[config.mk]
export PLATFORM = sky130hd
export DESIGN_NAME = asram_host
export DESIGN_NICKNAME = d
export VERILOG_FILES = /design/src/inc/asram_pkg.sv /design/src/asram_timer.sv /design/src/asram_host.sv
export SDC_FILE = /design/constraint.sdc
export NUM_CORES = 1
export LEC_CHECK = 0
export BUFFER_PORTS_ARGS = -buffer_cell sky130_fd_sc_hd__buf_4
export CAP_MARGIN = 20
export CORE_MARGIN = 5
export CORE_UTILIZATION = 40
export CTS_CLUSTER_SIZE = 12
export DETAILED_ROUTE_END_ITERATION = 10
export GPL_TIMING_DRIVEN = 0
export PLACE_DENSITY = 0.73
export SYNTH_ARGS = -nofsm -noshare
export SYNTH_HDL_FRONTEND = slang
export SYNTH_SLANG_ARGS = --single-unit
[constraint.sdc]
create_clock -name mclk -period 6 [get_ports mclk]
set_clock_uncertainty 0.2 [all_clocks]
set_input_delay 0.9 -clock mclk [delete_from_list [all_inputs] [get_ports mclk]]
set_output_delay 0.9 -clock mclk [all_outputs]
set_load 0.02 [all_outputs]
[src/inc/asram_pkg.sv]
/*
 package of the asynchronous 1M x 4 static memory host controller:
 widths, pin and request structs, state codes and timing counts.
 assumes a 50 MHz mclk (20 ns period).
*/
package asram_pkg;

	// ----------------------------------------------------------------
	// widths
	// ----------------------------------------------------------------
	localparam int ADDR_W = 20;
	localparam int DATA_W = 4;

	// ----------------------------------------------------------------
	// timing, figures in their own units
	// ----------------------------------------------------------------
	localparam int CLK_PS                  = 20000;
	localparam int READ_CYCLE_MIN_PS       = 10000;
	localparam int ADDR_TO_VALID_MAX_PS    = 10000;
	localparam int SELECT_TO_VALID_MAX_PS  = 10000;
	localparam int DRIVE_TO_VALID_MAX_PS   = 5000;
	localparam int DRIVE_OFF_FLOAT_MAX_PS  = 5000;
	localparam int WRITE_CYCLE_MIN_PS      = 10000;
	localparam int STROBE_PULSE_MIN_PS     = 7000;
	localparam int ADDR_SETUP_TO_END_MIN_PS = 7000;
	localparam int DATA_SETUP_TO_END_MIN_PS = 6000;
	localparam int STROBE_LOW_FLOAT_MAX_PS = 5000;
	localparam int FIRST_ACCESS_WAIT_US    = 100;

	// ----------------------------------------------------------------
	// cycle counts, least times rounded up, never below one
	// ----------------------------------------------------------------
	function automatic int cyc_up(input int ps);
		int c;
		c = (ps + CLK_PS - 1) / CLK_PS;
		return (c < 1) ? 1 : c;
	endfunction

	// read sample waits for the address-to-valid time only
	localparam int READ_WAIT_CYC = cyc_up(ADDR_TO_VALID_MAX_PS);
	localparam int READ_CYC_MIN  = cyc_up(READ_CYCLE_MIN_PS);
	// strobe low long enough for pulse plus strobe-low float time
	localparam int WR_LOW_CYC    = cyc_up(STROBE_PULSE_MIN_PS
		+ STROBE_LOW_FLOAT_MAX_PS);
	localparam int WR_CYC_MIN    = cyc_up(WRITE_CYCLE_MIN_PS);
	localparam int FLOAT_CYC     = cyc_up(DRIVE_OFF_FLOAT_MAX_PS);
	localparam int POWER_WAIT_CYC = FIRST_ACCESS_WAIT_US * 1000000 / CLK_PS;
	localparam int CNT_W = 13;

	// ----------------------------------------------------------------
	// types
	// ----------------------------------------------------------------
	typedef struct packed {
		logic              wr;
		logic [ADDR_W-1:0] addr;
		logic [DATA_W-1:0] wdata;
	} asram_req_t;

	typedef struct packed {
		logic              sel_n;
		logic              drive_n;
		logic              strobe_n;
		logic [ADDR_W-1:0] addr;
		logic [DATA_W-1:0] dout;
		logic [DATA_W-1:0] doe_n;
	} asram_pins_t;

	typedef enum logic [2:0] {
		ST_POWER = 3'h0,
		ST_IDLE  = 3'h1,
		ST_READ  = 3'h3,
		ST_RDONE = 3'h2,
		ST_WRITE = 3'h6,
		ST_WEND  = 3'h7,
		ST_GAP   = 3'h5
	} asram_state_t;

endpackage

[src/asram_timer.sv]
/*
 down counter used by the host controller for power-up and strobe timing.
 assumes one clock domain and an active-high asynchronous reset.
*/
`timescale 1ns/10ps
`default_nettype none
module asram_timer
	import asram_pkg::*;
(
	input  wire logic             mclk,
	input  wire logic             rst,
	input  wire logic             load,
	input  wire logic [CNT_W-1:0] value,
	output logic                  done
);

	logic [CNT_W-1:0] cnt_ff;
	logic [CNT_W-1:0] nxt_cnt;

	always_comb
	begin
		nxt_cnt = cnt_ff;
		if (load)
			nxt_cnt = value;
		else if (cnt_ff != '0)
			nxt_cnt = cnt_ff - 1'b1;
	end

	always_ff @(posedge mclk or posedge rst)
	begin
		if (rst)
			cnt_ff <= '0;
		else
			cnt_ff <= nxt_cnt;
	end

	assign done = (cnt_ff == '0) && !load;

endmodule // asram_timer
`default_nettype wire

[src/asram_host.sv]
/*
 host controller for an asynchronous 1M x 4 static memory: takes single
 read or write requests and drives the memory's three active-low strobes,
 address and shared data bus with the documented minimum timing.
 assumes mclk at 50 MHz, memory pins wired directly, data in synchronous.
*/
// Operation
// - a write begins only with select and write strobe both low.
// - write data stands 6 ns before and through the ending edge.
// - with drive low a strobe-ended write spans 5 ns plus 6 ns.
// - the host never drives the data bus while the memory drives it.
// - a read keeps the write strobe high for its whole cycle.
// - the first access waits at least 100 us after power is stable.
// - read data is valid 10 ns after address; reads span 10 ns.
// - writes span 10 ns, strobe 7 ns, address set 7 ns before end.
`timescale 1ns/10ps
`default_nettype none
module asram_host
	import asram_pkg::*;
#(
	parameter int POWER_WAIT = POWER_WAIT_CYC
)
(
	input  wire logic                 mclk,
	input  wire logic                 rst,
	input  wire asram_pkg::asram_req_t req,
	input  wire logic                 req_valid,
	output logic                      req_ready,
	output logic [asram_pkg::DATA_W-1:0] rdata,
	output logic                      rdata_valid,
	output logic                      wr_done,
	output asram_pkg::asram_pins_t    pins,
	input  wire logic [asram_pkg::DATA_W-1:0] mem_din
);
	import asram_pkg::*;

	// ----------------------------------------------------------------
	// state and registered pins
	// ----------------------------------------------------------------
	asram_state_t      state_ff, nxt_state;
	asram_pins_t       pins_ff, nxt_pins;
	logic              ready_ff, nxt_ready;
	logic [DATA_W-1:0] rdata_ff, nxt_rdata;
	logic              rvalid_ff, nxt_rvalid;
	logic              wdone_ff, nxt_wdone;
	logic              tmr_load;
	logic [CNT_W-1:0]  tmr_value;
	logic              tmr_done;
	logic              start_ff, nxt_start;
	logic [CNT_W-1:0]  power_value;

	asram_timer u_timer (
		.mclk  (mclk),
		.rst   (rst),
		.load  (tmr_load),
		.value (tmr_value),
		.done  (tmr_done)
	);

	// ----------------------------------------------------------------
	// sequencing
	// ----------------------------------------------------------------
	always_comb
	begin
		nxt_state  = state_ff;
		nxt_pins   = pins_ff;
		nxt_ready  = 1'b0;
		nxt_rdata  = rdata_ff;
		nxt_rvalid = 1'b0;
		nxt_wdone  = 1'b0;
		tmr_load   = 1'b0;
		tmr_value  = '0;
		unique case (state_ff)
			ST_POWER:
			begin
				// load the wait once, then hold until it runs out
				if (!start_ff)
				begin
					tmr_load  = 1'b1;
					tmr_value = power_value;
				end
				else if (tmr_done)
				begin
					nxt_state = ST_IDLE;
					nxt_ready = 1'b1;
				end
			end
			ST_IDLE:
			begin
				nxt_ready = 1'b1;
				if (req_valid && ready_ff)
				begin
					nxt_ready      = 1'b0;
					nxt_pins.addr  = req.addr;
					nxt_pins.sel_n = 1'b0;
					tmr_load       = 1'b1;
					if (req.wr)
					begin
						// drive stays high so the memory floats
						nxt_pins.drive_n  = 1'b1;
						nxt_pins.strobe_n = 1'b0;
						nxt_pins.dout     = req.wdata;
						nxt_pins.doe_n    = '0;
						tmr_value = CNT_W'(WR_LOW_CYC - 1);
						nxt_state = ST_WRITE;
					end
					else
					begin
						nxt_pins.strobe_n = 1'b1;
						nxt_pins.drive_n  = 1'b0;
						nxt_pins.doe_n    = '1;
						tmr_value = CNT_W'(READ_WAIT_CYC - 1);
						nxt_state = ST_READ;
					end
				end
			end
			ST_READ:
			begin
				if (tmr_done)
				begin
					nxt_rdata  = mem_din;
					nxt_rvalid = 1'b1;
					nxt_pins.drive_n = 1'b1;
					nxt_pins.sel_n   = 1'b1;
					nxt_state  = ST_RDONE;
				end
			end
			ST_RDONE:
			begin
				// memory floats before the host may drive again
				tmr_load  = 1'b1;
				tmr_value = CNT_W'(FLOAT_CYC - 1);
				nxt_state = ST_GAP;
			end
			ST_WRITE:
			begin
				if (tmr_done)
				begin
					// both rise together, data still driven
					nxt_pins.strobe_n = 1'b1;
					nxt_pins.sel_n    = 1'b1;
					nxt_state = ST_WEND;
				end
			end
			ST_WEND:
			begin
				nxt_pins.doe_n = '1;
				nxt_wdone = 1'b1;
				tmr_load  = 1'b1;
				tmr_value = CNT_W'(WR_CYC_MIN - 1);
				nxt_state = ST_GAP;
			end
			ST_GAP:
			begin
				if (tmr_done)
				begin
					nxt_ready = 1'b1;
					nxt_state = ST_IDLE;
				end
			end
			default:
			begin
				nxt_state = ST_IDLE;
			end
		endcase
	end

	// ----------------------------------------------------------------
	// registers
	// ----------------------------------------------------------------
	always_ff @(posedge mclk or posedge rst)
	begin
		if (rst)
		begin
			state_ff  <= ST_POWER;
			pins_ff   <= '{sel_n: 1'b1, drive_n: 1'b1, strobe_n: 1'b1,
				addr: '0, dout: '0, doe_n: '1};
			ready_ff  <= 1'b0;
			rdata_ff  <= '0;
			rvalid_ff <= 1'b0;
			wdone_ff  <= 1'b0;
		end
		else
		begin
			state_ff  <= nxt_state;
			pins_ff   <= nxt_pins;
			ready_ff  <= nxt_ready;
			rdata_ff  <= nxt_rdata;
			rvalid_ff <= nxt_rvalid;
			wdone_ff  <= nxt_wdone;
		end
	end

	// ----------------------------------------------------------------
	// power-up wait start
	// ----------------------------------------------------------------
	always_comb
	begin
		nxt_start = 1'b1;
	end

	always_ff @(posedge mclk or posedge rst)
	begin
		if (rst)
			start_ff <= 1'b0;
		else
			start_ff <= nxt_start;
	end

	assign power_value = CNT_W'(POWER_WAIT);

	assign req_ready   = ready_ff;
	assign rdata       = rdata_ff;
	assign rdata_valid = rvalid_ff;
	assign wr_done     = wdone_ff;
	assign pins        = pins_ff;

endmodule // asram_host
`default_nettype wire

## Word level (Yosys, flattened, before mapping)

Index checks and enable logic that the tools add are counted.

| word-level totals | value |
|---|---|
| logic and storage cells | 74 |
| register bits after elaboration | 55 |

| cells by class | value |
|---|---|
| add/subtract/negate cells | 1 |
| mux-type cells | 30 |
| eq/ne operators | 10 |
| reduce and logical (&&, ||, !) cells | 20 |

Operators with widths:

| cell | number |
|---|---|
| $mux 13 | 4 |
| $mux 31 | 1 |
| $mux 3 | 6 |
| $pmux 3 s6 | 1 |
| $logic_not 13->1 | 1 |
| $reduce_bool 13->1 | 1 |
| $sub 13x1->13 const B | 1 |
| $eq 3x3->1 const B | 3 |
| $pmux 1 s3 | 3 |
| $reduce_and 3->1 | 3 |
| $mux 1 | 8 |
| $mux 4 | 2 |
| $ne 2x2->1 const B | 4 |
| $pmux 4 s2 | 1 |
| $reduce_and 4->1 | 2 |
| $reduce_bool 2->1 | 4 |
| $eq 3x2->1 const B | 2 |
| $reduce_and 2->1 | 3 |
| $mux 2 | 2 |
| $pmux 1 s2 | 2 |
| $eq 3x1->1 const B | 1 |
| $logic_not 3->1 | 1 |
| $reduce_bool 3->1 | 1 |
| $logic_and 1x1->1 | 2 |
| other kinds (2) | 2 |

## Logic depth before layout (Yosys ltp)

| logic depth | value |
|---|---|
| depth in word-level cells | 8 |
| mapped depth | 7 |

## Modules after synthesis

A second synthesis with hierarchy kept.

| second synthesis, totals | value |
|---|---|
| cell total of the unflattened synthesis | 212 |
| area, all modules | 2528.7 um^2 |

By module, submodules not included:

| module | area each (um^2) | cells each | seq. area each (um^2) | times used |
|---|---|---|---|---|
| asram_host | 1654.1 | 118 | 980.9 | 1 |
| asram_timer | 874.6 | 94 | 325.3 | 1 |

## Worst setup path before layout

No wires, ideal clock.

| timing | value |
|---|---|
| path type | input -> register |
| start point | input port req_valid |
| end point | register pins_ff (netlist bit pins[10]) |
| buffers on the path | 1 |
| slack | 3780 ps |
| arrival | 1896 ps |
| stages | 4 |
| library setup time | 125 ps |
| path through | nand3b_1 nor2_1 buf_2 mux2_2 |

| on the way | value |
|---|---|
| longest elaborated chain between the ends | 2 |

Ends and longest elaborated chain:

| item | RTL line | text |
|---|---|---|
| from (decl) | asram_host.sv:27 | `input wire logic req_valid,` |
| $logic_and 1x1->1 | asram_host.sv:91 | `if (req_valid && ready_ff)` |
| $reduce_and 2->1 (no line) | -- |  |
| to (signal assigned) | asram_host.sv:176 | `pins_ff <= '{sel_n: 1'b1, drive_n: 1'b1, strobe_n: 1'b1,` |
| to (signal assigned) | asram_host.sv:186 | `pins_ff <= nxt_pins;` |
| to (decl) | asram_host.sv:41 | `asram_pins_t pins_ff, nxt_pins;` |

Every way passes these cells.
A chain may end at the register's enable or synchronous reset.

## Final worst setup path

| timing | value |
|---|---|
| start point | register u_timer.cnt_ff[6] |
| end point | register rdata_ff[1], in the netlist rdata[1] |

| on the way | value |
|---|---|
| longest elaborated chain between the ends | 3 |

Ends and longest elaborated chain:

| item | RTL line | text |
|---|---|---|
| from (decl) | asram_timer.sv:17 | `logic [CNT_W-1:0] cnt_ff;` |
| from (signal assigned) | asram_timer.sv:34 | `cnt_ff <= nxt_cnt;` |
| $logic_not 13->1 | asram_timer.sv:37 | `assign done = (cnt_ff == '0) && !load;` |
| $logic_and 1x1->1 | asram_timer.sv:37 |  |
| $reduce_and 2->1 (no line) | -- |  |
| to (signal assigned) | asram_host.sv:188 | `rdata_ff <= nxt_rdata;` |
| to (decl) | asram_host.sv:43 | `logic [DATA_W-1:0] rdata_ff, nxt_rdata;` |

Every way passes these cells.

==> reports/qor.csv <==
metric,value,unit
status,"finished, final reports clean",
cap_violations,0,
nets,301,
hold_path_class,reg2reg,
syn-num-nets,224,
area_delta_synth_final,30.8,%
power.leakage,0.00143,uW
avgRoutedWirePerCell,14.5,um
synth_area_leaders,"dfrtp_1 (51%), mux2_2 (12%), dfstp_2 (4.4%)",
viasPerCell,5.00,
clk_pin_slew,90,ps
antenna_found_initial,0,
cts_sinks,52,
pwr-share-clk,12.3,%
fp.dieW,86.9,um
cp.arrival,2270,ps
synthArstFlopShare,100,%
syn_inst,190,
hold_viol_final,0,
routed_wl,4980,um
worst_setup_path_end_kind,flip-flop,
initial_core_util,40.6,%
die_area,7540,um2
max-slew-margin-rel,62.8,%
whs_path_depth,1,
io_pins,70,
dp_cells,335,
core_area,5820,um2
fin_cells,343,
p_comb_share,51.2,%
fin_crit,2290,ps
fin_setup_tns,0,ps
antenna_cells,0,
drc,0,
vias,1715,
slowest_delay,560,ps
endpoint,rdata[1]$_DFFE_PP0P_,
power_density,544,nW/um2
cts_max_level,2,
synthDistinctLibCells,46,
ys.flop_type,dfrtp_1,
setup_viol,0,
synth_area_per_cell,12.4,um2
reg2reg_depth,5,
cp.required,5990,ps
synth_area,2360,um2
yosysTopAreaCell,dfrtp_1,
first_pass_iters,4,
timing.final.crit_share,38.1,%
ctsResizeCount,0,
dpl.hpwl,3730,um
slowest_stage,nor4_2,
pwr-share-seq,36.5,%
grt_overflow,0,
synth_top_area_share,50.8,%
synth-edff-count,0,
layout_common_cells,"buf_4 (74), dfrtp_1 (48), mux2_2 (25)",
postCtsSetupBuffers,0,
slew_viol_final,0,
track_usage,14.1,%
cp_cell_sequence,"nor4_2, and4_4, and3_1, buf_6, mux2_4",
grt_start_max_net_pins,36,
cp-start-kind,flip-flop,
swShare,39.4,%
die_h,86.9,um
clock_path_buffers,2,
portBuffers,69,
grt_pass1_vias,1856,
place.gp.congestion,0.837,
insertion_delay,300,ps
fin_hold_ws,313,ps
worst_slew_pin_slew,554,ps
antenna_left,0,
cts_hold_buf,0,
numCtsBuffers,5,
ff2ff_setup_slack,3710,ps
grt_pass1_wl,8490,um
p_int,1020,uW
tritoncts,yes,
clockRootBuffer,clkbuf_8,
row_count,28,
synth-seq-cells,52,
final_common_cell,buf_4,
ys_seq_area_share,55.3,%
grt_setup_unrepaired,no,
r2r_end,rdata[1]$_DFFE_PP0P_,
ys.warnings.count,0,
p_switching,662,uW
drive_above_1_share,47.4,%
startpoint,u_timer.cnt_ff[6]$_DFFE_PP0P_,
r2r_start,u_timer.cnt_ff[6]$_DFFE_PP0P_,
worstSetupPathType,reg2reg,
crit_path_max_fanout,6,
ir_drop,0.289,mV
drt_iter0_markers,72,
power,1680,uW
max_freq,0.437,GHz
[registers in the layout, summed over array words and instances, names as in the netlist]
register        count
req_ready           1
start_ff            1
wr_done             1
pins               28
u_timer.cnt_ff     13
rdata               4
rdata_valid         1
state_ff            3
[area by class of cell]
type / count / area (um2)
well taps: 75 / 93.8
fillers: 552 / 2730
clock inverters: 1 / 8.76
plain buffers: 12 / 76.3
inverters: 7 / 26.3
multi-input cells: 119 / 953
clock buffers: 7 / 86.3
repair buffers: 70 / 538
flip-flops and latches: 52 / 1310
[Yosys cell counts (5+ instances only)]
cell and n:
mux2_2 25, buf_4 5, o31ai_1 5, nor2_1 12, dfrtp_1 48, nand2_1 8
a21oi_1 6, inv_1 7
[critical path: cells and delay by family, from the launching register on]
family	cells	cell delay, ps
buffers and inverters	1	130
muxes	1	300
DFF	1	430
and+or+nand+nor	3	1110
[logic make-up (layout without fill, tap and decap cells)]
group,Yosys count,in the layout,synth area share [%]
AO/OA/AOI/OAI,30,30,9.32
flip-flops,52,52,55.3
XOR/XNOR,6,6,2.22
buffers and inverters,19,97,4.34
adder cells (fa/ha/maj),2,2,1.06
AND/OR/NAND/NOR,49,49,12.3
multiplexers,31,31,15.3
other,1,1,0.159
[metrics by stage]
stage                     cell area, um2  utilization, %  setup WS, ps
final                               3090            53.1          3710
after global placement              2970            51.1          2970
after CTS                           3090            53.1          3710
after detailed placement            2990            51.5          3390
after floorplan                     2360               -          3650
after global routing                3090            53.1          3580
[routing by layer]
layer	up-vias	wire, um	GRT usage [%]
met5	-	0	0
met2	53	2410	23.0
met1	825	2130	17.6
li1	829	-	-
met3	8	346	4.26
met4	0	96	5.52
[power groups by stage]
| stage | logic [uW] | clock network [uW] | registers (uW) |
|---|---|---|---|
| after floorplan | 431 | 0 | 748 |
| after global routing | 935 | 231 | 640 |
| after CTS | 873 | 216 | 615 |
| after global placement | 849 | 0 | 613 |
| after detailed placement | 869 | 0 | 622 |
| final | 860 | 207 | 613 |
[worst min path at each step]
stage | start | end
finish | pins[21]$_DFFE_PP0P_ | pins[21]$_DFFE_PP0P_
global route | pins[6]$_DFFE_PP0P_ | pins[6]$_DFFE_PP0P_
CTS | pins[19]$_DFFE_PP0P_ | pins[19]$_DFFE_PP0P_
detailed placement | pins[19]$_DFFE_PP0P_ | pins[19]$_DFFE_PP0P_
global placement | pins[4]$_DFFE_PP0P_ | pins[4]$_DFFE_PP0P_
floorplan | u_timer.cnt_ff[11]$_DFFE_PP0P_ | u_timer.cnt_ff[11]$_DFFE_PP0P_
(Power assumes the default switching activity.)
